### src/verilog/crs_pkg.sv
`default_nettype none
package crs_pkg;
    // ----------------------------------------
    // Register offsets
    // ----------------------------------------
    localparam logic [7:0] OFS_PCGC = 8'h00;
    localparam logic [7:0] OFS_HPRT = 8'h04;
    localparam logic [7:0] OFS_DCTL = 8'h08;
    localparam logic [7:0] OFS_CFG = 8'h0c;
    localparam logic [7:0] OFS_STS = 8'h10;
    localparam logic [7:0] OFS_LINE = 8'h14;
    // ----------------------------------------
    // Field positions
    // ----------------------------------------
    localparam int B_STOP = 0;
    localparam int B_GATE = 1;
    localparam int B_CLAMP = 2;
    localparam int B_PDRST = 3;
    localparam int B_PSUSP = 0;
    localparam int B_PRES = 1;
    localparam int B_PPWR = 2;
    localparam int B_RWAKE = 0;
    localparam int B_PGDONE = 1;
    localparam int B_HOST = 0;
    localparam int B_LF = 1;
    localparam int RV_LSB = 8;
    localparam int S_SUSP = 0;
    localparam int S_RES = 1;
    localparam int S_RWK = 2;
    localparam int S_SRP = 3;
    localparam int S_NSES = 4;
    localparam int S_BRST = 5;
    localparam int S_CONN = 6;
    // ----------------------------------------
    // Reset values
    // ----------------------------------------
    localparam logic [3:0] PCGC_RST = 4'h0;
    localparam logic [2:0] HPRT_RST = 3'h0;
    localparam logic [1:0] DCTL_RST = 2'h0;
    localparam logic [7:0] RV_RST = 8'h04;
    // ----------------------------------------
    // Rates and counts
    // ----------------------------------------
    localparam longint MCLK_HZ = 125000000;
    localparam longint FAST_HZ = 48000000;
    localparam longint LF_HZ = 32000;
    localparam logic [23:0] INC_FAST = 24'((FAST_HZ << 24) / MCLK_HZ);
    localparam logic [23:0] INC_LF = 24'((LF_HZ << 24) / MCLK_HZ);
    localparam int FAST_KHZ = 48000;
    localparam logic [19:0] RESUME_CYC = 20'd75;
    localparam logic [19:0] SE0_CYC = 20'd120;
    localparam int SUSP_MS = 3;
    localparam int HRST_MS = 10;
    localparam int CONN_US = 100;
    localparam logic [19:0] SUSP_TICKS = 20'(SUSP_MS * FAST_KHZ);
    localparam logic [19:0] HRST_TICKS = 20'(HRST_MS * FAST_KHZ);
    localparam logic [19:0] CONN_TICKS = 20'(CONN_US * FAST_KHZ / 1000);
endpackage
`default_nettype wire

### src/verilog/crs_tick_if.sv
`timescale 1ns/100ps
`default_nettype none
interface crs_tick_if;
    logic tick;
    modport src (output tick);
    modport dst (input tick);
endinterface
`default_nettype wire

### src/verilog/crs_core.sv
// Added by the designer: the register addresses and the plain strobed port.
`timescale 1ns/100ps
`default_nettype none
// Contract
// Port suspend stops host bus traffic
// Clamp enable clamps cross-rail signals
// Host session end follows ordered sequence
// Host SRP restarts transceiver clock, flags
// After SRP, software restores in order
// Port power: detect connect, drive reset
// Device resume must persist 75 cycles
// Software sets resume period 4 at 32k
// SE0 persistence starts high-speed handshake
// Low rate clock held until restored
// Device deep sleep entry in order
// Suspended device flags bus resume
// Device resume exit steps in order
// Remote wakeup restore then write control
// Wait 1 ms, clear all status
// Clear wakeup signal after 1-15 ms
// Device flags bus suspend first
// Device flags new session, later reset
// Gate bus clock while suspended
// Clearing stop and gate restarts clock
// Host resume held at least 20 ms
// Host remote wakeup flags, sets resume
// Two transceiver clocks between steps
// Control bits hold until software writes
// Detection runs on low rate clock
module crs_core #(
    parameter logic [19:0] SUSP_TICKS = crs_pkg::SUSP_TICKS,
    parameter logic [19:0] HRST_TICKS = crs_pkg::HRST_TICKS,
    parameter logic [19:0] CONN_TICKS = crs_pkg::CONN_TICKS
) (
    input wire logic mclk,
    input wire logic nrst,
    input wire logic [7:0] reg_addr,
    input wire logic [31:0] reg_wdata,
    input wire logic reg_wr,
    input wire logic reg_rd,
    output logic [31:0] reg_rdata,
    input wire logic dp_in,
    input wire logic dm_in,
    input wire logic vbus_valid,
    output logic dp_o,
    output logic dp_oe,
    output logic dm_o,
    output logic dm_oe,
    output logic vbus_drive,
    output logic sof_en,
    output logic phy_suspend_n,
    output logic power_clamp,
    output logic pd_module_rst,
    output logic bus_clk_en,
    output logic hs_detect_start
);
    typedef enum logic [4:0] {
        HP_OFF = 5'h01,
        HP_CONN = 5'h02,
        HP_RST = 5'h04,
        HP_RUN = 5'h08,
        HP_SUSP = 5'h10
    } crs_port_e;

    typedef struct packed {
        crs_port_e port;
        logic [3:0] pcgc;
        logic [2:0] hprt;
        logic [1:0] dctl;
        logic host;
        logic lf;
        logic [7:0] rv;
        logic [6:0] sts;
        logic [31:0] rdata;
        logic wake;
        logic dsusp;
        logic [4:0] hit_d;
        logic vb_d;
        logic dpo;
        logic dmo;
        logic oe;
        logic sof;
        logic phy_n;
        logic bclk;
        logic hs_go;
        logic sdp1;
        logic sdp2;
        logic sdm1;
        logic sdm2;
        logic svb1;
        logic svb2;
    } crs_core_s;

    crs_core_s q;
    crs_core_s next_q;
    logic dp, dm, vb, j_st, k_st, se0, susp_now;
    logic [4:0] c;
    logic [4:0] hit;
    logic [4:0] rise;
    logic [19:0] th [5];
    logic [6:0] ev;
    logic ev_conn;

    function automatic logic [19:0] crs_th(input logic lfs, input logic [7:0] rv,
                                           input logic [19:0] fast);
        crs_th = lfs ? {12'h000, rv} : fast;
    endfunction

    // ----------------------------------------
    // Core tick and persistence timers
    // ----------------------------------------
    crs_tick_if tk();

    // Ticks come from mclk, so detection keeps running with the PHY clock stopped
    // detection never stopped
    crs_tick_gen u_tick (
        .mclk(mclk),
        .nrst(nrst),
        .lf_sel(q.lf),
        .tk(tk.src)
    );

    for (genvar i = 0; i < 5; i++) begin : g_tmr
        crs_line_timer u_tmr (
            .mclk(mclk),
            .nrst(nrst),
            .tk(tk.dst),
            .cond(c[i]),
            .thresh(th[i]),
            .hit(hit[i])
        );
    end

    assign dp = q.sdp2;
    assign dm = q.sdm2;
    assign vb = q.svb2;
    assign j_st = dp & !dm;
    assign k_st = !dp & dm;
    assign se0 = !dp & !dm;
    assign rise = hit & ~q.hit_d;
    assign susp_now = q.host ? (q.hprt[crs_pkg::B_PSUSP] | !q.hprt[crs_pkg::B_PPWR])
                             : (q.dsusp | !vb);

    // K only counts when we are not driving it ourselves
    assign c[0] = k_st & susp_now & !q.oe;
    assign c[1] = !q.host & se0 & vb;
    assign c[2] = !q.host & vb & j_st;
    assign c[3] = q.host & dp & !q.oe;
    assign c[4] = q.host & (q.port == HP_RST);
    // resume validation period
    assign th[0] = crs_th(q.lf, q.rv, crs_pkg::RESUME_CYC);
    // reset SE0 period
    assign th[1] = crs_th(q.lf, q.rv, crs_pkg::SE0_CYC);
    assign th[2] = SUSP_TICKS;
    assign th[3] = CONN_TICKS;
    assign th[4] = HRST_TICKS;

    // ----------------------------------------
    // Detected events
    // ----------------------------------------
    // idle bus means suspend
    assign ev[crs_pkg::S_SUSP] = !q.host & rise[2];
    // resume while suspended
    assign ev[crs_pkg::S_RES] = !q.host & rise[0];
    // remote wakeup seen
    assign ev[crs_pkg::S_RWK] = q.host & rise[0];
    // data line pulsing
    assign ev[crs_pkg::S_SRP] = q.host & !q.hprt[crs_pkg::B_PPWR] & rise[3];
    // session valid rising
    assign ev[crs_pkg::S_NSES] = !q.host & vb & !q.vb_d;
    assign ev[crs_pkg::S_BRST] = !q.host & rise[1];
    // attach while powered
    assign ev_conn = q.host & q.hprt[crs_pkg::B_PPWR] & rise[3] & (q.port == HP_CONN);
    assign ev[crs_pkg::S_CONN] = ev_conn;

    // ----------------------------------------
    // Next state
    // ----------------------------------------
    always_comb begin
        next_q = q;
        next_q.sdp1 = dp_in;
        next_q.sdp2 = q.sdp1;
        next_q.sdm1 = dm_in;
        next_q.sdm2 = q.sdm1;
        next_q.svb1 = vbus_valid;
        next_q.svb2 = q.svb1;
        next_q.hit_d = hit;
        next_q.vb_d = vb;
        next_q.rdata = 32'h0000_0000;
        next_q.hs_go = 1'b0;
        // controls change by write only, except port resume, which remote wakeup also sets
        if (reg_wr) begin
            case (reg_addr)
                crs_pkg::OFS_PCGC: begin
                    next_q.pcgc = reg_wdata[3:0];
                end
                crs_pkg::OFS_HPRT: begin
                    next_q.hprt = reg_wdata[2:0];
                end
                crs_pkg::OFS_DCTL: begin
                    next_q.dctl = reg_wdata[1:0];
                end
                crs_pkg::OFS_CFG: begin
                    next_q.host = reg_wdata[crs_pkg::B_HOST];
                    next_q.lf = reg_wdata[crs_pkg::B_LF];
                    next_q.rv = reg_wdata[crs_pkg::RV_LSB +: 8];
                end
                crs_pkg::OFS_STS: begin
                    next_q.sts = q.sts & ~reg_wdata[6:0];
                end
                default: begin
                end
            endcase
        end
        if (reg_rd) begin
            case (reg_addr)
                crs_pkg::OFS_PCGC: next_q.rdata = {28'h0, q.pcgc};
                crs_pkg::OFS_HPRT: next_q.rdata = {29'h0, q.hprt};
                crs_pkg::OFS_DCTL: next_q.rdata = {30'h0, q.dctl};
                crs_pkg::OFS_CFG: next_q.rdata = {16'h0, q.rv, 6'h0, q.lf, q.host};
                crs_pkg::OFS_STS: next_q.rdata = {25'h0, q.sts};
                crs_pkg::OFS_LINE: next_q.rdata = {24'h0, q.port, vb, dm, dp};
                default: next_q.rdata = 32'h0000_0000;
            endcase
        end
        // Set wins over a write-one clear in the same cycle
        next_q.sts = next_q.sts | ev;
        // core sets port resume
        if (ev[crs_pkg::S_RWK]) begin
            next_q.hprt[crs_pkg::B_PRES] = 1'b1;
        end
        // start high-speed handshake
        if (ev[crs_pkg::S_BRST]) begin
            next_q.hs_go = 1'b1;
        end
        if (ev[crs_pkg::S_SUSP]) begin
            next_q.dsusp = 1'b1;
        end else if (ev[crs_pkg::S_RES] | ev[crs_pkg::S_BRST] | q.host) begin
            next_q.dsusp = 1'b0;
        end
        // wake restarts PHY clock
        if (!next_q.pcgc[crs_pkg::B_STOP]) begin
            next_q.wake = 1'b0;
        end else if (|ev[crs_pkg::S_NSES:crs_pkg::S_RES]) begin
            next_q.wake = 1'b1;
        end
        // clock runs once stop clears
        next_q.phy_n = !next_q.pcgc[crs_pkg::B_STOP] | next_q.wake;
        // gate only in low power
        next_q.bclk = !(next_q.pcgc[crs_pkg::B_GATE] & susp_now);
        // host port sequence
        case (q.port)
            HP_OFF: begin
                if (q.host) begin
                    next_q.port = HP_CONN;
                end
            end
            HP_CONN: begin
                if (ev_conn) begin
                    next_q.port = HP_RST;
                end
            end
            HP_RST: begin
                if (hit[4]) begin
                    next_q.port = HP_RUN;
                end
            end
            HP_RUN: begin
                if (next_q.hprt[crs_pkg::B_PSUSP]) begin
                    next_q.port = HP_SUSP;
                end
            end
            HP_SUSP: begin
                if (!next_q.hprt[crs_pkg::B_PSUSP]) begin
                    next_q.port = HP_RUN;
                end
            end
            default: begin
                next_q.port = HP_OFF;
            end
        endcase
        if (!next_q.host || !next_q.hprt[crs_pkg::B_PPWR]) begin
            next_q.port = HP_OFF;
        end
        // Line drive: reset SE0, else K for resume or remote wakeup
        next_q.oe = 1'b0;
        next_q.dpo = 1'b0;
        next_q.dmo = 1'b0;
        if (next_q.host && (next_q.port == HP_RST)) begin
            next_q.oe = 1'b1;
        end else if (next_q.host && next_q.hprt[crs_pkg::B_PRES]) begin
            next_q.oe = 1'b1;
            next_q.dmo = 1'b1;
        end else if (!next_q.host && next_q.dctl[crs_pkg::B_RWAKE]) begin
            next_q.oe = 1'b1;
            next_q.dmo = 1'b1;
        end
        // suspend stops frame traffic
        next_q.sof = next_q.host && (next_q.port == HP_RUN)
                     && !next_q.hprt[crs_pkg::B_PSUSP];
    end

    always_ff @(posedge mclk or negedge nrst) begin
        if (!nrst) begin
            q <= '0;
            q.port <= HP_OFF;
            q.pcgc <= crs_pkg::PCGC_RST;
            q.hprt <= crs_pkg::HPRT_RST;
            q.dctl <= crs_pkg::DCTL_RST;
            q.rv <= crs_pkg::RV_RST;
            q.phy_n <= 1'b1;
            q.bclk <= 1'b1;
        end else begin
            q <= next_q;
        end
    end

    // ----------------------------------------
    // Outputs
    // ----------------------------------------
    assign reg_rdata = q.rdata;
    assign dp_o = q.dpo;
    assign dm_o = q.dmo;
    assign dp_oe = q.oe;
    assign dm_oe = q.oe;
    assign vbus_drive = q.host & q.hprt[crs_pkg::B_PPWR];
    assign sof_en = q.sof;
    assign phy_suspend_n = q.phy_n;
    // clamp follows control
    assign power_clamp = q.pcgc[crs_pkg::B_CLAMP];
    assign pd_module_rst = q.pcgc[crs_pkg::B_PDRST];
    assign bus_clk_en = q.bclk;
    assign hs_detect_start = q.hs_go;

    // ----------------------------------------
    // Checks
    // ----------------------------------------
    AST_SOF_OFF: assert property (@(posedge mclk) disable iff (!nrst)
        q.hprt[crs_pkg::B_PSUSP] |-> !sof_en)
        else $error("frames sent while port suspended");
    AST_CLAMP_WR: assert property (@(posedge mclk) disable iff (!nrst)
        (reg_wr && reg_addr == crs_pkg::OFS_PCGC)
        |=> power_clamp == $past(reg_wdata[crs_pkg::B_CLAMP]))
        else $error("clamp does not follow write");
    AST_SRP_WAKE: assert property (@(posedge mclk) disable iff (!nrst)
        ev[crs_pkg::S_SRP] |=> phy_suspend_n && q.sts[crs_pkg::S_SRP])
        else $error("session request did not wake PHY");
    AST_CONN_RST: assert property (@(posedge mclk) disable iff (!nrst)
        (ev_conn && !reg_wr) |=> (q.port == HP_RST) && dp_oe && !dp_o && !dm_o)
        else $error("no bus reset after connect");
    AST_HS_GO: assert property (@(posedge mclk) disable iff (!nrst)
        ev[crs_pkg::S_BRST] |=> hs_detect_start ##1 !hs_detect_start)
        else $error("handshake start not one pulse");
    AST_RESUME: assert property (@(posedge mclk) disable iff (!nrst)
        ev[crs_pkg::S_RES] |=> q.sts[crs_pkg::S_RES])
        else $error("resume not flagged");
    AST_SUSP: assert property (@(posedge mclk) disable iff (!nrst)
        ev[crs_pkg::S_SUSP] |=> q.sts[crs_pkg::S_SUSP] && q.dsusp)
        else $error("suspend not flagged");
    AST_NSES: assert property (@(posedge mclk) disable iff (!nrst)
        (!q.host && $rose(vb)) |=> q.sts[crs_pkg::S_NSES])
        else $error("new session not flagged");
    AST_GATE: assert property (@(posedge mclk) disable iff (!nrst)
        !bus_clk_en |-> q.pcgc[crs_pkg::B_GATE])
        else $error("bus clock gated without control");
    AST_STOP_CLR: assert property (@(posedge mclk) disable iff (!nrst)
        (reg_wr && reg_addr == crs_pkg::OFS_PCGC && !reg_wdata[crs_pkg::B_STOP])
        |=> phy_suspend_n)
        else $error("PHY clock not restarted");
    AST_RWK_PRES: assert property (@(posedge mclk) disable iff (!nrst)
        ev[crs_pkg::S_RWK] |=> q.hprt[crs_pkg::B_PRES] && q.sts[crs_pkg::S_RWK])
        else $error("remote wakeup did not set port resume");
    AST_HOLD: assert property (@(posedge mclk) disable iff (!nrst)
        !(reg_wr && reg_addr == crs_pkg::OFS_PCGC) |=> $stable(q.pcgc))
        else $error("control bits changed without write");
endmodule
`default_nettype wire

### src/verilog/crs_tick_gen.sv
`timescale 1ns/100ps
`default_nettype none
module crs_tick_gen (
    input wire logic mclk,
    input wire logic nrst,
    input wire logic lf_sel,
    crs_tick_if.src tk
);
    typedef struct packed {
        logic [23:0] acc;
        logic tick;
    } crs_tick_s;
    crs_tick_s q;
    crs_tick_s next_q;
    logic [24:0] sum;

    // Fractional divider: core rate is not a whole fraction of mclk
    always_comb begin
        next_q = q;
        // rate follows software select
        sum = {1'b0, q.acc} + {1'b0, (lf_sel ? crs_pkg::INC_LF : crs_pkg::INC_FAST)};
        next_q.acc = sum[23:0];
        next_q.tick = sum[24];
    end

    always_ff @(posedge mclk or negedge nrst) begin
        if (!nrst) begin
            q <= '0;
        end else begin
            q <= next_q;
        end
    end

    assign tk.tick = q.tick;

    AST_LF_SPACING: assert property (@(posedge mclk) disable iff (!nrst)
        (q.tick && lf_sel && $past(lf_sel)) |=> !q.tick [*8])
        else $error("low rate ticks too close");
endmodule
`default_nettype wire

### src/verilog/crs_line_timer.sv
`timescale 1ns/100ps
`default_nettype none
module crs_line_timer (
    input wire logic mclk,
    input wire logic nrst,
    crs_tick_if.dst tk,
    input wire logic cond,
    input wire logic [19:0] thresh,
    output logic hit
);
    typedef struct packed {
        logic [19:0] cnt;
        logic hit;
    } crs_tmr_s;
    crs_tmr_s q;
    crs_tmr_s next_q;

    // Saturating count of core ticks while the condition persists
    always_comb begin
        next_q = q;
        if (!cond) begin
            next_q.cnt = '0;
        end else if (tk.tick && (q.cnt < thresh)) begin
            next_q.cnt = q.cnt + 20'd1;
        end
        next_q.hit = cond && (next_q.cnt >= thresh);
    end

    always_ff @(posedge mclk or negedge nrst) begin
        if (!nrst) begin
            q <= '0;
        end else begin
            q <= next_q;
        end
    end

    assign hit = q.hit;

    AST_TMR_DROP: assert property (@(posedge mclk) disable iff (!nrst)
        !cond |=> !hit)
        else $error("timer hit without held condition");
endmodule
`default_nettype wire

### config.mk
export PLATFORM = sky130hd
export DESIGN_NAME = crs_core
export DESIGN_NICKNAME = d
export VERILOG_FILES = /design/src/verilog/crs_pkg.sv /design/src/verilog/crs_tick_if.sv /design/src/verilog/crs_core.sv /design/src/verilog/crs_tick_gen.sv /design/src/verilog/crs_line_timer.sv
export SDC_FILE = /design/constraint.sdc
export NUM_CORES = 1
export LEC_CHECK = 0
export CAP_MARGIN = 10
export CORE_MARGIN = 2
export CORE_UTILIZATION = 58
export DETAILED_ROUTE_END_ITERATION = 7
export DONT_BUFFER_PORTS = 1
export PLACE_DENSITY = 0.84
export SLEW_MARGIN = 20
export SYNTH_ARGS = -nofsm -noshare
export SYNTH_HDL_FRONTEND = slang
export SYNTH_SLANG_ARGS = --single-unit
### constraint.sdc
create_clock -name mclk -period 3.5 [get_ports mclk]
set_clock_uncertainty 0.05 [all_clocks]
set_input_delay 0.7 -clock mclk [delete_from_list [all_inputs] [get_ports mclk]]
set_output_delay 0.7 -clock mclk [all_outputs]
set_load 0.05 [all_outputs]
# After elaboration in Yosys (flattened, before gate mapping)
# Index checks and enable logic that the tools add are counted.
# op_classes
muxes,39
add_sub_neg,6
eq_ne,12
bitwise,33
n_reduce_logical,34
magnitude_cmp,10
# op_table
cell,count
2-to-1 mux 20 bit,10
"adder 20 x 1 -> 20 bit, second input constant",5
case mux 16 bit (6 select lines),1
>= comparator 20 x 8 -> 1 bit,2
less-than comparator 20 x 8 -> 1 bit,2
2-to-1 mux 5 bit,6
adder 24 x 24 -> 25 bit,1
case mux 5 bit (5 select lines),1
2-to-1 mux 24 bit,1
AND 1 bit,23
2-to-1 mux 23 bit,1
">= comparator 20 x 13 -> 1 bit, second input constant",1
">= comparator 20 x 18 -> 1 bit, second input constant",1
">= comparator 20 x 19 -> 1 bit, second input constant",1
"less-than comparator 20 x 13 -> 1 bit, second input constant",1
"less-than comparator 20 x 18 -> 1 bit, second input constant",1
"less-than comparator 20 x 19 -> 1 bit, second input constant",1
"== test 8 x 4 -> 1 bit, second input constant",2
"== test 8 x 5 -> 1 bit, second input constant",2
2-to-1 mux 16 bit,1
2-to-1 mux 8 bit,2
logical AND 1 bit,15
logical NOT 1 bit,12
"== test 5 x 3 -> 1 bit, second input constant",2
21 further kinds,39
# word_totals
output_inout_bits,43
word_cells,173
ff_bits,212
in_bits,47

# Logic depth before layout (Yosys ltp)
# logic_depth
word_depth,10
mapped_depth,20
depth_no_buf,19

# By module
# From an unflattened synthesis, not the netlist that was laid out.
# unflattened
hier_cells,1607
hier_area_um2,14943.1
# by_module_without_submodules
module,seq_area_each_um2,area_each_um2,n_inst,cells_each
crs_core,1656.6,3103.0,1,280
crs_line_timer at g_tmr[3].u_tmr,525.5,2119.5,1,237
crs_line_timer at g_tmr[0].u_tmr,525.5,2109.5,1,240
crs_line_timer at g_tmr[4].u_tmr,525.5,2078.2,1,243
crs_line_timer at g_tmr[1].u_tmr,525.5,2073.2,1,241
crs_line_timer at g_tmr[2].u_tmr,525.5,2072.0,1,234
crs_tick_gen,600.6,1387.6,1,132

# Worst setup path before layout
# No wires, ideal clock.
# synth_path
path_kind,reg-to-reg
from,register q[68] (netlist name)
to,register g_tmr[1].u_tmr.q (netlist bit g_tmr[1].u_tmr.hit)
path_slack_ns,-0.099
stages_incl_launch_ff,18
arrival_ns,3.416
period_less_slack_ns,3.599
path_cell_list,dfrtp_1 > buf_2 > clkinv_2 > nor2_1 > ha_1 > a21o_1 > maj3_1 > a21oi_1 > o31a_1 > buf_2 > nand4_1 > o311ai_0 > o41ai_1 > ha_1 > a211oi_1 > nand4_1 > nor2_1 > a21oi_1
# synth_rtl
element,line,text
start: declaration,crs_core.sv:94,crs_core_s q;
start signal: assignment,crs_core.sv:314,q <= next_q;
end signal: assignment,crs_line_timer.sv:33,q <= next_q;
end: declaration,crs_line_timer.sv:15,crs_tmr_s q;

==> flow_results.org <==
** Outcome
- The run finished, with violations left.
- Failing checks :: negative hold slack, negative setup slack

** STA
- Setup slack after layout :: -82.1 ps
- Final setup vio count :: 2
- Relative slew slack :: 57.7%
- The max-slew violation count was 0.
- Highest clock rate :: 279 MHz
- Portion of the clock cycle consumed by the worst path in the final layout :: 102%
- Worst Max-Slew Pin Slew :: 632 ps
- On the final layout, the worst hold slack is -100 ps.
- Unrepaired setup endpoints after global routing :: yes
- After routing, the total negative slack on setup checks comes to -84.1 ps.
- The routed design could run at a clock period as short as 3580 ps.
- The final hold violation count is 191.

** Route
- After the first detailed-routing iteration, the DRC count stood at 635.
- Final antenna-violating net count :: 0
- The final layout contains routed wiring with a total length of 21600 um.
- After detailed routing, the average wire length per cell comes to 17.7 um.
- DRC violation count after routing :: 0
- Across all layers, the routed design uses 7297 vias.
- Via density per instance :: 5.98
- Number of detailed-routing iterations run before antenna repair :: 5

** Die
- The floorplan has 48 rows.
- Once the floorplan was initialized, standard cells occupied 58.7% of the core.
- The core region is 17100 sq um.
- Die Area :: 18400 sq um
- Width of the chip :: 136 um
- 90 I/O pins were placed.
- Die Span Y :: 136 um

** Setup path
- For this design, the slowest cell found on the critical path is dfrtp_2.
- Longest individual stage delay on the worst path :: 440 ps
- Along the worst path, the maximum fanout reaches 4.
- Walking the worst path, the cells encountered are clkinv_4, buf_6, nor2_4, ha_4, a21boi_1, o21a_1, o21a_1, o21ai_2, nand2_2, xnor2_1, nand2b_4, ha_1, nand2b_1, a21o_1, a21oi_1, nor2b_1, o21ai_1, a21oi_2, nor2_1, a21oi_1.
- Critical path's top delay family :: compound AO/OA/AOI/OAI gates
- Setup Crit Path Kind :: reg -> reg
- Worst path bufs/invs :: 2
- The worst setup path is launched from a flip-flop.
- CP endpoint kind :: flip-flop
- Data on the critical path is required at its endpoint by 3780 ps.
- Worst endpoint data arrival time :: 3870 ps

** Global routing
- Number of global-route vias before repair :: 7004
- Overall track demand over capacity in global routing :: 23.7%
- Summed over all layers, the global routing overflow is 0.
- The first global-routing pass estimated 34400 um of wire.
- Entering global routing, the biggest net connects 196 pins.
- The number of antenna violations at the first check in global routing is 0.

** CTS
- After clock tree synthesis, the clock-pin slew on the worst setup and hold paths is 70 ps.
- The clock tree synthesis step divided the H-tree into 4 levels.
- Sink count of the clock tree :: 195
- Counting the buffers created by CTS gives 17.
- CTS Root Cell :: clkbuf_16
- Number of buffers on the longest clock path :: 2
- TritonCTS built the clock tree.
- Clock latency of the later-clocked register in the worst-skew pair :: 450 ps

** Power and ir drop
- For this design the static power due to leakage is 0.00493 uW.
- Relative contribution of sequential cells to total power :: 47.1%
- In this run, the combinational gates consume 15.6% of the power.
- In this run switching power makes up 27.4% of total power.
- Internal power of the cells :: 3930 uW
- Dividing total power by cell area gives a power density of 491 nW/um^2.
- Clock share of power :: 37.3%
- Largest voltage drop on the vdd net :: 0.371 mV
- The analysis attributes to net switching a power of 1490 uW.

** Synthesis
- By area, the combinational part of the netlist is dominated by simple AND/OR/NAND/NOR gates.
- Area of the mapped netlist :: 10000 sq um
- Post-Synth Adder-Cell Area :: 5.76%
- Count of mapped cells out of synthesis :: 978
- Number of different library cells in the post-synthesis netlist :: 85
- Fraction of synthesis flops using an asynchronous set or reset pin :: 100%
- Multiplexer cells account for 4.09% of the synthesized area.
- Number of warnings issued by yosys :: 0
- The synthesized netlist devotes 9.40% of its cell area to compound gates.
- Average footprint of a synthesized cell :: 10.3 sq um
- Summing the areas of all and, or, nand and nor instances in the mapped netlist gives 20.8% of the synthesized area.
- Summing the areas of all xor and xnor instances in the mapped netlist gives 6.28% of the synthesized area.
- For this run, the leading register cell type out of synthesis is dfrtp_1.
- After synthesis, flip-flops and latches occupy 48.6% of the total area.
- In this run, synthesis produced a sequential element count of 195.
- In this run, synthesis inferred 0 flip-flops with an integrated enable.

** Placed design
- Final weighted congestion in routability-driven placement :: 0.841
- HPWL Detailed :: 14100 um
- During placement, the flow inserted port buffers numbering 0.
- Post-place setup slack :: -96.2 ps
- Instance area at placement :: 10200 sq um

** Final layout
- The number of antenna diodes in the final layout is 0.
- In the final layout, the multi-input gates occupy 4890 sq um.
- From synthesis to final layout, the design area changed by 10.1%.
- Once layout is done, the placed cells without fillers occupy 11100 sq um.
- For this run, the post-layout net count is 1073.
- Fill cells in the final layout number 1258.
- Utilization of the core after routing :: 64.6%
- Of the cells placed in the final design, the portion with a size suffix greater than 1 is 14.0%.
- Registers take 4890 sq um.

** Hold path
- The worst hold path belongs to the class in -> async.

** Flow run
- Across the run, the number of max-cap violations was 0.
-- path summary, 6_finish.rpt --
check                                         start                      endpoint  slack, ps  cells past startpoint
max in group asynchronous                      nrst             q[62]$_DFFE_PN1P_       3110                      0
worst min register to register  next_q[2]$_DFF_PN0_                  dm$_DFF_PN0_        300                      0
worst max register to register    q[68]$_DFFE_PN0P_  g_tmr[0].u_tmr.hit$_DFF_PN0_        -80                     20
min in group mclk                        vbus_valid           next_q[0]$_DFF_PN0_        230                      0
worst max-delay path              q[68]$_DFFE_PN0P_  g_tmr[0].u_tmr.hit$_DFF_PN0_        -80                     20
worst min-delay path                           nrst         u_tick.q[7]$_DFF_PN0_       -100                      0
-- power by group through the flow --
| stage | clock network, uW | registers (uW) | logic [uW] |
|---|---|---|---|
| final | 2020 | 2560 | 843 |
| after global routing | 2150 | 2570 | 943 |
| after CTS | 2040 | 2550 | 789 |
| after detailed placement | 0 | 2590 | 770 |
| after global placement | 0 | 2580 | 730 |
| after floorplan | 0 | 2560 | 639 |
-- final cells by class --
cell class | instances | area share [%]
clock buffers | 20 | 4.04
clock inverters | 12 | 1.43
inverters | 29 | 1.03
multi-input cells | 705 | 44.3
flip-flops and latches | 195 | 44.2
well taps | 225 | 2.55
repair buffers | 34 | 2.48
-- Yosys cell counts (5+ instances only) --
library cell	count	area [sq um]
dfrtp_1	191	4780
nor2_1	109	409
nand2_1	78	293
and2_1	46	288
ha_1	43	538
xor2_1	37	324
buf_4	35	263
xnor2_1	35	307
nand3_1	34	170
a21oi_1	33	165
inv_1	27	101
and3_1	19	119
mux2i_1	19	190
nand2b_1	19	119
nand4_1	17	106
clkbuf_1	16	60.1
mux2_2	15	169
nor4_1	15	93.8
a21o_1	13	97.6
o21ai_0	13	65.1
nor3_1	11	55.1
buf_2	9	45.0
nor2b_1	8	50.1
or3_1	7	43.8
a31oi_1	6	37.5
and4_1	6	52.6
nand3b_1	5	37.5
nor4b_1	5	43.8
o211ai_1	5	37.5
o22ai_1	5	31.3
-- flip-flops by register name (all words and copies together) (netlist names), 3 cells and up --
name / cells
g_tmr.u_tmr.hit: 5
next_q: 3
q: 36
u_tick.q: 23
reg_rdata: 16
g_tmr.u_tmr.q: 100
-- what timing repair did --
action | CTS | global route
endpoints found under the hold margin | 191 | 191
pin swaps | 2 | 25
setup endpoints to repair | 2 | 2
buffers inserted | 3 | 6
resized for setup | 9 | 35
-- cells by family after synthesis --
family                     after synthesis
other                                    1
AOI/OAI and AO/OA                      132
DFF                                    195
and+or+nand+nor                        401
muxes                                   37
adders and majority gates               46
xor gates and xnor gates                72
buffers and inverters                   94
-- routing by layer --
| metal | share of wire (%) | track usage (%) | up-vias |
|---|---|---|---|
| li1 | - | - | 3368 |
| met4 | 2.4 | 8.16 | 0 |
| met5 | 0 | 0 | - |
| met3 | 5.3 | 5.95 | 55 |
| met2 | 49 | 37.8 | 232 |
| met1 | 43 | 31.8 | 3642 |
-- cells in the final DEF, fill, tap and decap left out, types with 6 or more instances in the layout --
cell | synthesis | routed
nor2b_1 | 8 | 8
xnor2_1 | 35 | 35
xor2_1 | 37 | 37
or3_1 | 7 | 7
clkbuf_16 | 0 | 17
nor3_1 | 11 | 11
and3_1 | 19 | 19
buf_4 | 35 | 29
and2_1 | 46 | 46
and4_1 | 6 | 6
a21o_1 | 13 | 13
a31oi_1 | 6 | 6
inv_1 | 27 | 27
mux2i_1 | 19 | 19
nand2b_1 | 19 | 17
nor4_1 | 15 | 14
dfrtp_1 | 191 | 189
mux2_2 | 15 | 15
o21ai_0 | 13 | 11
conb_1 | 1 | 17
a21oi_1 | 33 | 28
nand3_1 | 34 | 34
ha_1 | 43 | 37
nand2_1 | 78 | 75
nor2_1 | 109 | 106
nand4_1 | 17 | 17
-- worst register-to-register path, cell delays in order, from the launching register on --
cell      delay [ps]
dfrtp_2          440
clkinv_4          80
buf_6            130
nor2_4           110
ha_4             210
a21boi_1         140
o21a_1           190
o21a_1           190
o21ai_2          180
nand2_2          100
xnor2_1          250
nand2b_4         170
ha_1             230
nand2b_1         150
a21o_1           160
a21oi_1          120
nor2b_1           60
o21ai_1          220
a21oi_2          100
nor2_1           120
a21oi_1           70
-- metrics by stage --
step | std cells | power, uW
floorplan | 994 | 3200
global placement | 1179 | 3310
detailed placement | 1179 | 3360
CTS | 1214 | 5380
global route | 1220 | 5670
finish | 1220 | 5420
No activity file was read; power rests on OpenSTA's default activity.
